[config.mk]
export PLATFORM = sky130hd
export DESIGN_NAME = dpfd_top
export DESIGN_NICKNAME = d
export VERILOG_FILES = /design/src/logic/dpfd_pkg.sv /design/src/logic/dpfd_top.sv
export VERILOG_INCLUDE_DIRS = /design/src /design/src/logic
export SDC_FILE = /design/constraint.sdc
export NUM_CORES = 1
export LEC_CHECK = 0
export BUFFER_PORTS_ARGS = -buffer_cell sky130_fd_sc_hd__buf_2
export CAP_MARGIN = 10
export CORE_MARGIN = 2
export CORE_UTILIZATION = 23
export DETAILED_ROUTE_END_ITERATION = 10
export GPL_TIMING_DRIVEN = 1
export RECOVER_POWER = 50
export SETUP_SLACK_MARGIN = 0.05
export SLEW_MARGIN = 20
export SYNTH_ARGS = -nofsm -noshare
export SYNTH_HDL_FRONTEND = slang
export SYNTH_SLANG_ARGS = --single-unit
[constraint.sdc]
create_clock -name core_clk -period 4.7 [get_ports core_clk]
set_input_delay 0.235 -clock core_clk [delete_from_list [all_inputs] [get_ports core_clk]]
set_output_delay 0.235 -clock core_clk [all_outputs]
set_load 0.02 [all_outputs]
[src/logic/dpfd_defines.svh]
/*
 Offsets, field positions, reset value, window limits and timing counts
 for the fine phase-loss detector. Assumes a 100 MHz core clock.
*/
`ifndef DPFD_DEFINES_SVH
`define DPFD_DEFINES_SVH

`define DPFD_CFG_ADDR 8'h73
`define DPFD_CFG_RESET 8'ha2
`define DPFD_CFG_USED_MASK 8'he7

`define DPFD_BIT_FINE_EN 7
`define DPFD_BIT_INACT 6
`define DPFD_BIT_NARROW 5
`define DPFD_WIN_MSB 2
`define DPFD_WIN_LSB 0

// Window half-widths in phase-error units, one per code 1 to 7; code 0 reuses the first
`define DPFD_WIN_LIM_1 12'h040
`define DPFD_WIN_LIM_2 12'h080
`define DPFD_WIN_LIM_3 12'h0c0
`define DPFD_WIN_LIM_4 12'h100
`define DPFD_WIN_LIM_5 12'h180
`define DPFD_WIN_LIM_6 12'h200
`define DPFD_WIN_LIM_7 12'h300

`define DPFD_CLK_MHZ 100
`define DPFD_CYC_PER_MS (`DPFD_CLK_MHZ * 1000)
`define DPFD_LOCK_QUAL_MS 1000
`define DPFD_LOCK_QUAL_CYC (`DPFD_LOCK_QUAL_MS * `DPFD_CYC_PER_MS)

`endif

[src/logic/dpfd_pkg.sv]
/*
 Types of the fine phase-loss detector: register request, configuration
 layout and qualification states. Needs no other file.
*/
package dpfd_pkg;

    typedef struct packed {
        logic wr;
        logic rd;
        logic [7:0] addr;
        logic [7:0] wdata;
    } dpfd_reg_req_t;

    typedef struct packed {
        logic fine_en;
        logic inact_loss;
        logic narrow_en;
        logic [1:0] unused;
        logic [2:0] win_code;
    } dpfd_cfg_t;

    typedef enum logic [1:0] {
        DPFD_HUNT = 2'b00,
        DPFD_QUAL = 2'b01,
        DPFD_LOCKED = 2'b10
    } dpfd_state_t;

endpackage

[src/logic/dpfd_top.sv]
/*
 Fine phase-lock and phase-loss detector with its configuration register.

 Holds:
 - the single fine-window configuration register, written and read through
   a simple strobe port with one cycle of read latency
 - the window limit decode of the three-bit window code
 - the loss decision, combining the fine window trip, the optional
   inactivity trip and the loss flag of the other detectors
 - the lock qualification machine, which needs an unbroken run of
   in-window cycles before lock is shown
 - one-cycle event pulses on lock and on the rise of loss

 Assumes:
 - the phase error magnitude, reference activity and the loss flag
   of the other detectors are synchronous to core_clk
 - the phase error is an unsigned magnitude already folded about zero
 - LOCK_QUAL_CYC is at least 1 and fits the 28-bit qualification counter
 - only one register address is mapped; all other reads return zero
*/
`timescale 1ns/1ps
`include "dpfd_defines.svh"

module dpfd_top #(
    parameter int unsigned LOCK_QUAL_CYC = `DPFD_LOCK_QUAL_CYC
) (
    input wire logic core_clk,
    input wire logic rst_n,
    input wire dpfd_pkg::dpfd_reg_req_t reg_req,
    output logic [7:0] reg_rdata,
    output logic reg_rvalid,
    input wire logic [11:0] phase_err_mag,
    input wire logic ref_active,
    input wire logic other_loss,
    output logic phase_locked,
    output logic phase_loss,
    output logic lock_event,
    output logic loss_event,
    output dpfd_pkg::dpfd_cfg_t cfg_out
);

    localparam logic [27:0] QUAL_LAST = 28'(LOCK_QUAL_CYC - 1);

    // Register port
    // Read data is registered so the answer lines never glitch;
    // a write and a read in one cycle returns the old value.

    dpfd_pkg::dpfd_cfg_t cfg_reg;
    dpfd_pkg::dpfd_cfg_t cfg_next;
    logic [7:0] rdata_reg;
    logic [7:0] rdata_next;
    logic rvalid_reg;
    logic rvalid_next;
    logic cfg_hit;

    assign cfg_hit = (reg_req.addr == `DPFD_CFG_ADDR);

    always_comb begin
        cfg_next = cfg_reg;
        rdata_next = rdata_reg;
        rvalid_next = reg_req.rd;
        if (reg_req.wr && cfg_hit) begin
            // Unused bits are dropped on write so they always read as zero
            cfg_next = dpfd_pkg::dpfd_cfg_t'(reg_req.wdata & `DPFD_CFG_USED_MASK);
        end
        if (reg_req.rd) begin
            rdata_next = cfg_hit ? (cfg_reg & `DPFD_CFG_USED_MASK) : 8'h00;
        end
    end

    always_ff @(posedge core_clk or negedge rst_n) begin
        if (!rst_n) begin
            cfg_reg <= dpfd_pkg::dpfd_cfg_t'(`DPFD_CFG_RESET);
            rdata_reg <= 8'h00;
            rvalid_reg <= 1'b0;
        end else begin
            cfg_reg <= cfg_next;
            rdata_reg <= rdata_next;
            rvalid_reg <= rvalid_next;
        end
    end

    assign reg_rdata = rdata_reg;
    assign reg_rvalid = rvalid_reg;
    assign cfg_out = cfg_reg;

    // Window selection
    // The limit follows the register at once, so a window change
    // takes effect on the very next comparison with no settling time.

    logic [11:0] win_limit;

    always_comb begin
        unique case (cfg_reg.win_code)
            3'h0: win_limit = `DPFD_WIN_LIM_1;
            3'h1: win_limit = `DPFD_WIN_LIM_1;
            3'h2: win_limit = `DPFD_WIN_LIM_2;
            3'h3: win_limit = `DPFD_WIN_LIM_3;
            3'h4: win_limit = `DPFD_WIN_LIM_4;
            3'h5: win_limit = `DPFD_WIN_LIM_5;
            3'h6: win_limit = `DPFD_WIN_LIM_6;
            3'h7: win_limit = `DPFD_WIN_LIM_7;
        endcase
    end
    // Code 000 is unsupported; it falls back to the smallest window

    // Equal to the limit still counts as inside the window
    logic out_of_win;
    logic fine_trip;
    logic silent_trip;
    logic silent_hold;
    logic loss_now;

    assign out_of_win = (phase_err_mag > win_limit);
    assign fine_trip = cfg_reg.fine_en && out_of_win;
    assign silent_trip = cfg_reg.inact_loss && !ref_active;
    // Silence with the trigger off freezes qualification instead of losing lock
    assign silent_hold = !cfg_reg.inact_loss && !ref_active;
    assign loss_now = fine_trip || silent_trip || other_loss;

    // Lock qualification
    // Lock needs an unbroken run of in-window cycles; loss needs none.
    // The asymmetry keeps lock slow to claim and quick to give up.

    dpfd_pkg::dpfd_state_t state_reg;
    dpfd_pkg::dpfd_state_t state_next;

    logic [27:0] qual_cnt_reg;
    logic [27:0] qual_cnt_next;

    logic loss_reg;
    logic loss_next;

    logic lock_ev_reg;
    logic lock_ev_next;

    logic loss_ev_reg;
    logic loss_ev_next;

    always_comb begin
        // Defaults hold state and keep both event pulses low
        state_next = state_reg;
        qual_cnt_next = qual_cnt_reg;
        lock_ev_next = 1'b0;
        loss_ev_next = 1'b0;
        loss_next = loss_now;
        if (loss_now && !loss_reg) begin
            loss_ev_next = 1'b1;
        end
        if (loss_now) begin
            // Loss wins over any qualification in progress
            state_next = dpfd_pkg::DPFD_HUNT;
            qual_cnt_next = 28'h0000000;
        end else if (silent_hold) begin
            qual_cnt_next = qual_cnt_reg;
        end else begin
            unique case (state_reg)
                dpfd_pkg::DPFD_HUNT: begin
                    if (!out_of_win) begin
                        state_next = dpfd_pkg::DPFD_QUAL;
                        qual_cnt_next = 28'h0000000;
                    end
                end
                dpfd_pkg::DPFD_QUAL: begin
                    if (out_of_win) begin
                        // Any excursion restarts the sustained-window timer
                        state_next = dpfd_pkg::DPFD_HUNT;
                        qual_cnt_next = 28'h0000000;
                    end else if (qual_cnt_reg == QUAL_LAST) begin
                        state_next = dpfd_pkg::DPFD_LOCKED;
                        lock_ev_next = 1'b1;
                    end else begin
                        qual_cnt_next = qual_cnt_reg + 28'h0000001;
                    end
                end
                dpfd_pkg::DPFD_LOCKED: begin
                    // Fine check off: window excursions leave lock untouched
                    state_next = dpfd_pkg::DPFD_LOCKED;
                end
                default: begin
                    state_next = dpfd_pkg::DPFD_HUNT;
                    qual_cnt_next = 28'h0000000;
                end
            endcase
        end
    end

    always_ff @(posedge core_clk or negedge rst_n) begin
        if (!rst_n) begin
            state_reg <= dpfd_pkg::DPFD_HUNT;
            qual_cnt_reg <= 28'h0000000;
            loss_reg <= 1'b0;
            lock_ev_reg <= 1'b0;
            loss_ev_reg <= 1'b0;
        end else begin
            state_reg <= state_next;
            qual_cnt_reg <= qual_cnt_next;
            loss_reg <= loss_next;
            lock_ev_reg <= lock_ev_next;
            loss_ev_reg <= loss_ev_next;
        end
    end

    // Lock is decoded from the state register, loss and events are
    // registered, so every status output is free of glitches.

    assign phase_locked = (state_reg == dpfd_pkg::DPFD_LOCKED);
    assign phase_loss = loss_reg;
    assign lock_event = lock_ev_reg;
    assign loss_event = loss_ev_reg;

endmodule

## Word level (Yosys, flattened, before mapping)

Memories as Yosys holds them, arrays and structs flattened.
Index checks and enable logic that the tools add are counted.

- Bits of input ports: 34
- Output and inout port bits: 21
- Memory bits (read-only): 32
- Memories kept: 1
- Flip-flop bits (word level): 48

Memory list:

| name | depth | bits a word | read ports | clocked after Yosys merged registers in | write ports | RTL line | RTL |
|---|---|---|---|---|---|---|---|
| (no name shown) | 8 | 4 | 1 | 0 | 0 | dpfd_top.sv:94 | `unique case (cfg_reg.win_code)` |

- $lt $le $gt $ge: 1
- Add/subtract/negate cells: 1
- Muxes and demuxes: 19
- Reduce and logical (&&, ||, !) cells: 13
- Eq/ne operators: 9

Operator list:

| kind | count |
|---|---|
| $mux 28 | 5 |
| $pmux 28 s3 | 1 |
| $add 28x1->28 const B | 1 |
| $eq 28x27->1 const B | 1 |
| $gt 12x12->1 | 1 |
| $mux 2 | 5 |
| $eq 8x7->1 const B | 1 |
| $mux 8 | 1 |
| $ne 4x4->1 const B | 2 |
| $mux 1 | 6 |
| $pmux 2 s3 | 1 |
| $logic_and 1x1->1 | 5 |
| $ne 2x1->1 const B | 2 |
| $reduce_and 4->1 | 1 |
| $logic_not 1->1 | 3 |
| $ne 3x3->1 const B | 1 |
| $reduce_and 3->1 | 1 |
| $eq 2x1->1 const B | 1 |
| $eq 2x2->1 const B | 1 |
| $logic_not 2->1 | 1 |
| $logic_or 1x1->1 | 2 |

## Depth between registers and ports, before layout

Gate-level depths: netlist of run 1.
An unclocked memory read counts as a cell.

- Depth after elaboration: 7
- Gate-level depth with buffers: 11
- Depth with buffers taken out: 9

## Least setup slack after synthesis of run 1

No wires, ideal clock.

- Path kind: flip-flop to flip-flop
- From: register cfg_reg (netlist bit cfg_out[1])
- To: register qual_cnt_reg[18]
- Path slack: 1.844 ns
- Library setup time: 0.083 ns
- Path buffers: 1
- Stages on the path, launching flop included: 11
- Data arrival time: 2.773 ns
- Clock period less this slack: 2.856 ns
- Path through: dfstp_2 inv_1 mux2_2 ha_1 nor4bb_1 and3_1 a21oi_1 or3_1 buf_2 or4_1 o21ai_0

- Longest elaborated chain between the ends: 7
- Elaborated cells on any way between the ends: 14
- Classes of those cells: order compare (1); eq/ne (4); mux (4); reduce/logical (4); memory (1)

RTL lines:

| item | RTL line | RTL |
|---|---|---|
| start: declaration | dpfd_top.sv:48 | `dpfd_pkg::dpfd_cfg_t cfg_reg;` |
| start signal: assignment | dpfd_top.sv:73 | `` cfg_reg <= dpfd_pkg::dpfd_cfg_t'(`DPFD_CFG_RESET); `` |
| start signal: assignment | dpfd_top.sv:77 | `cfg_reg <= cfg_next;` |
| $mem_v2 8x4 (*) | - |  |
| $gt 12x12->1 (*) | dpfd_top.sv:114 | `assign out_of_win = (phase_err_mag > win_limit);` |
| $logic_and 1x1->1 | dpfd_top.sv:115 | `assign fine_trip = cfg_reg.fine_en && out_of_win;` |
| $logic_or 1x1->1 (2 in a row) | dpfd_top.sv:119 | `assign loss_now = fine_trip \|\| silent_trip \|\| other_loss;` |
| $ne 4x4->1 (no line) (tied with other cells) | - |  |
| $reduce_and 4->1 (no line) | - |  |
| end signal: assignment | dpfd_top.sv:197 | `qual_cnt_reg <= qual_cnt_next;` |
| end: declaration | dpfd_top.sv:128 | `logic [27:0] qual_cnt_reg;` |

Mark *: on every way between the ends. The rest lies on a longest branch, timed or not. The select of a mux whose other input is x is not followed.
A chain may end at the register's enable or synchronous reset.

## Final worst setup path of run 1

Same ends and word-level chain as after synthesis.

==> impl_results.rst, run 1 <==
.. list-table::
   :header-rows: 1

   * - Metric
     - Value
   * - Clock-pin transition on the worst setup and hold timing paths
     - approximately 70 ps
   * - Largest area contributor in the netlist
     - dfrtp_1
   * - Post-synthesis cell count
     - about 310
   * - Unrepaired setup endpoints after global routing
     - false
   * - Most frequently used cell type in the post-synthesis netlist
     - dfrtp_1
   * - Leakage Power
     - around 1.3 nW
   * - Cell variety after synth
     - 37
   * - Maximum achievable frequency
     - 297 MHz
   * - Top-area cell type share of the netlist area
     - 0.407
   * - Count of state elements after synthesis
     - 46
   * - CTS root buf
     - clkbuf_16
   * - Sum of net half-perimeters after detailed placement
     - between 4000 and 5000 um
   * - Final weighted congestion of routability-driven global placement
     - 0.848
   * - Cts-stage hold buffer count
     - 0
   * - Clock tree from TritonCTS
     - yes
   * - Synth async-reset ratio
     - 1.00
   * - CP required
     - ~4900 ps
   * - Failing checks
     - max-capacitance violations, max-slew violations
   * - Outcome
     - complete, but fails checks
   * - Synthesized cell area
     - 0.00265 mm^2
   * - Number of gates resized after CTS
     - 0
   * - Hold_ws
     - between 150 and 200 ps
   * - Share of the clock period used by the worst path after layout
     - 0.717
   * - Number of antenna violations at the first check in global routing
     - 0
   * - Total number of yosys warnings
     - 0
   * - Core footprint
     - around 0.011 mm^2
   * - Count of flip-flops with a built-in enable after synthesis
     - 0
   * - Total congestion overflow
     - 0
   * - Floorplan die width
     - 111 um
   * - Setup violations, final
     - 0
   * - Hold/Removal Path Class
     - primary input to register
   * - Number of nets in the layout
     - 386
   * - Remaining design rule violation count
     - 0
   * - Power density over the cells
     - 266 mW/mm^2
   * - Max reg flops
     - 28
   * - Number of buffers created by CTS
     - 5
   * - Number of detailed-routing iterations run before antenna repair
     - 4
   * - Post-detailed-routing wire length
     - 6870 um
   * - Area Overhead vs Synth
     - 18.9%
   * - Number of global-route vias before repair
     - 2400
   * - Filler Cell Count
     - ~1.2k
   * - Worst slew pin tran
     - ~2500 ps
   * - Number of H-tree levels
     - 2
   * - Die Footprint
     - 0.0124 mm^2
   * - Standard-cell rows
     - 39
   * - Max-cap violation count
     - 1
   * - Clock period minus final worst setup slack
     - 3370 ps
   * - Maximum net fanout on the critical path
     - 15
   * - Setup Crit Path Kind
     - register to register
   * - Number of buffers added on ports
     - 48
   * - Total inserted antenna cells
     - 0
   * - Count of clock tree sinks
     - 46
   * - Crit-path max cell delay
     - 580 ps
   * - Initial standard-cell utilization of the core
     - 0.234
   * - Global router's overall resource usage
     - 0.112
   * - Detailed-route via count
     - 2449
   * - Count of final hold-check violations
     - 0
   * - First-pass GRT wire length
     - 11600 um
   * - Startpoint class of the critical path
     - register
   * - Max Slew Vio Count
     - 47
   * - Routed wire per std cell
     - 14.0 um
   * - Most instantiated cells after synthesis
     - dfrtp_1 (43), o21ai_0 (34), nand2_1 (27)
   * - Setup repair bufs after CTS
     - 0
   * - Final-layout setup total negative slack
     - 0 ps
   * - Average instance area after synthesis
     - 8.62 um^2
   * - Worst-path cell with the longest stage delay
     - dfstp_2
   * - PnR Total Power
     - between 0.0008 and 0.0009 W
   * - Sequence of cells on the critical path
     - inv_1 > mux2_2 > ha_1 > nor4bb_1 > and3_1 > a21oi_1 > buf_4 > or3_1 > or4_1 > o21ai_0
   * - Pin count of the biggest net entering global routing
     - 47
   * - Maximum clock skew at final layout
     - ~5.0 ps
   * - Number of antenna-violating nets in the routed design
     - 0
   * - Instance count after placement with tap cells included
     - ~480
   * - Num ports
     - 55
   * - Worst voltage drop across the vdd grid
     - 0.153 mV
   * - Sort of element at the end of the critical path
     - register
   * - Slew HR
     - -0.643
   * - Data arrival time of the critical path
     - 3580 ps
   * - CTS max path bufs
     - 2
   * - Share of post-route cells with drive strength above 1
     - 0.187
   * - Die span in y
     - 111 um
   * - Largest cells by area after synthesis
     - dfrtp_1 (41%), o21ai_0 (6.4%), a21oi_1 (4.2%)
   * - Iteration-0 DRC Markers
     - 149
   * - Most common flop cell mapped by yosys
     - dfrtp_1
   * - Average vias per placed instance
     - 4.99
   * - Register area share after synthesis
     - 0.437
   * - Clock latency on the worst-skew pair
     - roughly 290 ps
   * - Final Non-Filler Cells
     - 491
==> cells in the final DEF, fill, tap and decap left out, types with 6 or more instances in the layout <==
cell type,count
a21oi_1,22
and3_1,8
buf_2,39
clkbuf_1,9
dfrtp_1,43
inv_1,20
mux2_2,7
nand2_1,27
nand3_1,18
nand4_1,9
nor2_1,13
nor3_1,15
o21ai_0,34
o41ai_1,6
or3_1,8
==> where the power goes <==
part | switching [W] | internal, W
Sequential | 0.00000555 | 0.000401
Combinational | 0.0000410 | 0.0000247
Clock | 0.000165 | 0.000200
Total | 0.000212 | 0.000626
==> cell families (layout without fill, tap and decap cells) <==
logic type               count (synthesis)  in the layout  share of synthesized area
AND/OR/NAND/NOR                        123            123                      0.251
other                                    1              4                    0.00142
multiplexers                            10             10                     0.0412
flip-flops                              46             46                      0.437
AO/OA/AOI/OAI                           81             81                      0.181
buffers and inverters                   41             79                     0.0648
adder cells (fa/ha/maj)                  5              5                     0.0237
==> per-stage QoR <==
| step | area (um^2) | utilization | setup slack, ps |
|---|---|---|---|
| 6_report | 3150 | 0.278 | 1330 |
| 5_1_grt | 3150 | 0.278 | 1050 |
| 4_1_cts | 3160 | 0.279 | 1320 |
| 3_5_place_dp | 3010 | 0.266 | 1340 |
| 3_3_place_gp | 3010 | 0.266 | 1390 |
| 2_1_floorplan | 2660 | - | 1840 |
==> worst max-delay path, delay by kind of cell, from the launching register on <==
family	cells	cell delay [ps]
mux	1	270
buf+inv	2	340
simple gates	4	1600
fa+ha+maj	1	280
flops	1	580
compound gates	2	210
==> worst paths after layout <==
path                            cells after the start              startpoint  slack, ps                            to
worst max-delay path                               10  cfg_out[1]$_DFFE_PN1P_       1330  qual_cnt_reg[18]$_DFFE_PN0P_
worst min-delay path                                2              reg_req[1]        180        cfg_out[1]$_DFFE_PN1P_
worst max register to register                     10  cfg_out[1]$_DFFE_PN1P_       1330  qual_cnt_reg[18]$_DFFE_PN0P_
worst min register to register                      1    phase_loss$_DFF_PN0_        440          loss_event$_DFF_PN0_
max in group asynchronous                           1                   rst_n       2600          phase_loss$_DFF_PN0_
min in group asynchronous                           1                   rst_n        690  qual_cnt_reg[22]$_DFFE_PN0P_
==> final cells by class <==
type / count / area (um^2) / area share
clock buffer: 5 / 125 / 0.0398
clock inverter: 3 / 25.0 / 0.00796
inverter: 20 / 75.1 / 0.0239
multi-input combinational: 223 / 1340 / 0.424
sequential: 46 / 1150 / 0.367
tap: 143 / 179 / 0.0569
timing repair buffer: 51 / 251 / 0.0800
==> per-layer routing <==
metal / part of all wire / vias up / wire [um] / track usage
met5: 0 / - / 0 / 0
met4: 0.011 / 0 / 77 / 0.0412
met3: 0.031 / 5 / 212 / 0.0153
met2: 0.49 / 52 / 3380 / 0.187
met1: 0.47 / 1199 / 3210 / 0.148
li1: - / 1193 / - / -
(Power assumes the default switching activity.)
==> run 2: changes to the inputs <==
==> constraint.sdc (replaced) <==
create_clock -name core_clk -period 3.55 [get_ports core_clk]
set_input_delay 0.1775 -clock core_clk [delete_from_list [all_inputs] [get_ports core_clk]]
set_output_delay 0.1775 -clock core_clk [all_outputs]
set_load 0.02 [all_outputs]
==> run 2 against run 1 <==
Against the previous run:
- the flow still finishes with violations (max-capacitance violations, max-slew violations)
- final cell count up 0.61%
- combinational power up 36%
- global-route usage up 0.073 points
- critical endpoint is now state_reg[1]$_DFFE_PN0P_
==> impl_results.rst, run 2 (synthesis results as in run 1) <==
.. list-table::
   :header-rows: 1

   * - Metric
     - Value
   * - Final Non-Filler Cells
     - 494
   * - Number of buffers and inverters on the critical path
     - 1
   * - Setup violations, final
     - 0
   * - Number of gates resized after CTS
     - 0
   * - Remaining design rule violation count
     - 0
   * - Startpoint class of the critical path
     - register
   * - Final-layout setup total negative slack
     - 0 ps
   * - Iteration-0 DRC Markers
     - 198
   * - Count of final hold-check violations
     - 0
   * - Sort of element at the end of the critical path
     - register
   * - Maximum achievable frequency
     - roughly 320 MHz
   * - Worst slew pin tran
     - 2480 ps
   * - Dominant delay contributor by cell family on the critical path
     - simple AND/OR/NAND/NOR gates
   * - Number of antenna-violating nets in the routed design
     - 0
   * - Sum of net half-perimeters after detailed placement
     - 4820 um
   * - Pin count of the biggest net entering global routing
     - 47
   * - Total congestion overflow
     - 0
   * - Worst-path cell with the longest stage delay
     - nor2_1
   * - Unrepaired setup endpoints after global routing
     - false
   * - Worst R2R Setup Slack
     - 410 ps
   * - Outcome
     - complete, but fails checks
   * - Average vias per placed instance
     - 4.95
   * - Filler Cell Count
     - between 1k and 1.5k
   * - Switching Share
     - 0.208
   * - Maximum clock skew at final layout
     - 9.25 ps
   * - Number of H-tree levels
     - 2
   * - Count of clock tree sinks
     - 46
   * - Clock latency on the worst-skew pair
     - 290 ps
   * - Number of buffers added on ports
     - 48
   * - Core footprint
     - between 0.01 and 0.015 mm^2
   * - Power density over the cells
     - 388 mW/mm^2
   * - Number of nets in the layout
     - between 300 and 400
   * - Share of post-route cells with drive strength above 1
     - 0.191
   * - Relative contribution of combinational cells to total power
     - 0.072
   * - Routed wire per std cell
     - 13.8 um
   * - Number of buffers created by CTS
     - 5
   * - Max Slew Vio Count
     - 47
   * - Number of detailed-routing iterations run before antenna repair
     - 4
   * - Setup repair bufs after CTS
     - 0
   * - Most common cell after layout, fill and taps aside
     - dfrtp_1
   * - NetSw
     - 0.000259 W
   * - Most used cell, CP
     - nor2_1
   * - Number of global-route vias before repair
     - 2396
   * - Slew HR
     - -0.655
   * - Instance count after placement with tap cells included
     - 485
   * - Data arrival time of the critical path
     - 3330 ps
   * - Area Overhead vs Synth
     - 21.7%
   * - Crit-path max cell delay
     - slightly below 900 ps
   * - Num ports
     - 55
   * - Leakage Power
     - about 1.3 nW
   * - Placed standard-cell area
     - 0.00302 mm^2
   * - Fraction of power consumed by sequential logic
     - 0.432
   * - Clock tree from TritonCTS
     - yes
   * - Final design utilization
     - 0.284
   * - Global router's overall resource usage
     - 0.113
   * - Internal portion of total power
     - a little under 0.001 W
   * - Standard-cell rows
     - 39
   * - Detailed-route via count
     - about 2.4k
   * - CTS root buf
     - clkbuf_16
   * - Floorplan die width
     - approximately 110 um
   * - Worst slack at placement
     - 394 ps
   * - Post-detailed-routing wire length
     - between 6000 and 7000 um
   * - Finished Cell Area
     - 0.00322 mm^2
   * - Max-cap violation count
     - 1
   * - Max reg flops
     - 28
   * - Sequence of cells on the critical path
     - inv_1 > mux2_2 > ha_1 > nor4bb_1 > and3_1 > a21oi_1 > nor2_1 > nor2_1 > a211oi_1
   * - Most frequent cells in the layout
     - dfrtp_1 (43), buf_2 (39), o21ai_0 (34)
   * - CP required
     - about 3700 ps
   * - Share of the clock period used by the worst path after layout
     - 0.884
   * - Least setup slack across all paths after layout
     - 411 ps
   * - Clock period minus final worst setup slack
     - roughly 3100 ps
   * - CTS max path bufs
     - 2
   * - Final weighted congestion of routability-driven global placement
     - between 0.8 and 0.9
   * - First-pass GRT wire length
     - 11600 um
   * - Total inserted antenna cells
     - 0
   * - Clock-pin transition on the worst setup and hold timing paths
     - roughly 60 ps
   * - Failing checks
     - max-capacitance violations, max-slew violations
   * - Die span in y
     - 111 um
   * - Maximum net fanout on the critical path
     - 14
   * - Initial standard-cell utilization of the core
     - 0.234
   * - Die Footprint
     - between 0.01 and 0.015 mm^2
   * - Setup Crit Path Kind
     - register to register
   * - Number of antenna violations at the first check in global routing
     - 0
   * - Worst voltage drop across the vdd grid
     - 0.256 mV
   * - Hold/Removal Path Class
     - primary input to register
   * - Clock network fraction of total power
     - 0.496
==> run 2: cell count changes in the layout (fill, tap and decap cells not counted) <==
cell,change
buf_4,+2
bufinv_16,+2
clkbuf_8,+1
clkinv_4,-1
clkinvlp_4,-1
dlygate4sd3_1,+1
inv_6,-1
==> run 2: worst reg2reg max path: stages, from the launching register on <==
cell and delay (ps):
dfstp_2 580, inv_1 70, mux2_2 270, ha_1 280, nor4bb_1 240, and3_1 240
a21oi_1 120, nor2_1 900, nor2_1 110, a211oi_1 250
==> run 2: power by group through the flow <==
stage	Sequential, W	Clock (W)	Combinational, W
2_1_floorplan	0.000553	0	0.0000422
3_3_place_gp	0.000548	0	0.0000886
3_5_place_dp	0.000549	0	0.0000908
4_1_cts	0.000539	0.000635	0.0000911
5_1_grt	0.000540	0.000656	0.000101
6_report	0.000539	0.000619	0.0000898
==> run 2: stage by stage <==
stage	power [W]	hold WS, ps
after floorplan	0.000595	-118
after global placement	0.000637	412
after detailed placement	0.000640	417
after CTS	0.00127	113
after global routing	0.00130	118
final	0.00125	123
==> run 2: cell type report <==
type	count	area, um^2	area share
tap	143	179	0.0556
timing repair buffer	54	277	0.0859
clock inverter	2	60.1	0.0187
sequential	46	1150	0.359
inverter	20	75.1	0.0233
multi-input combinational	223	1340	0.415
clock buffer	6	139	0.0431
==> run 2: per-layer routing <==
layer	part of all wire	track usage	up-vias
met3	0.043	0.0175	7
met4	0.016	0.0403	0
met1	0.45	0.153	1171
met5	0	0	-
li1	-	-	1208
met2	0.49	0.183	59
==> run 2: what timing repair did <==
item	CTS	global route
hold endpoints to repair	0	43
setup endpoints to repair	0	0
hold buffers	0	1
==> run 2: path summary, 6_finish.rpt <==
check	startpoint	to	cells after the start
worst max-delay path	cfg_out[1]$_DFFE_PN1P_	state_reg[1]$_DFFE_PN0P_	9
worst min-delay path	reg_req[2]	cfg_out[2]$_DFFE_PN0P_	2
worst max register to register	cfg_out[1]$_DFFE_PN1P_	state_reg[1]$_DFFE_PN0P_	9
worst min register to register	phase_loss$_DFF_PN0_	loss_event$_DFF_PN0_	1
max in group asynchronous	rst_n	qual_cnt_reg[15]$_DFFE_PN0P_	2
min in group asynchronous	rst_n	qual_cnt_reg[9]$_DFFE_PN0P_	2
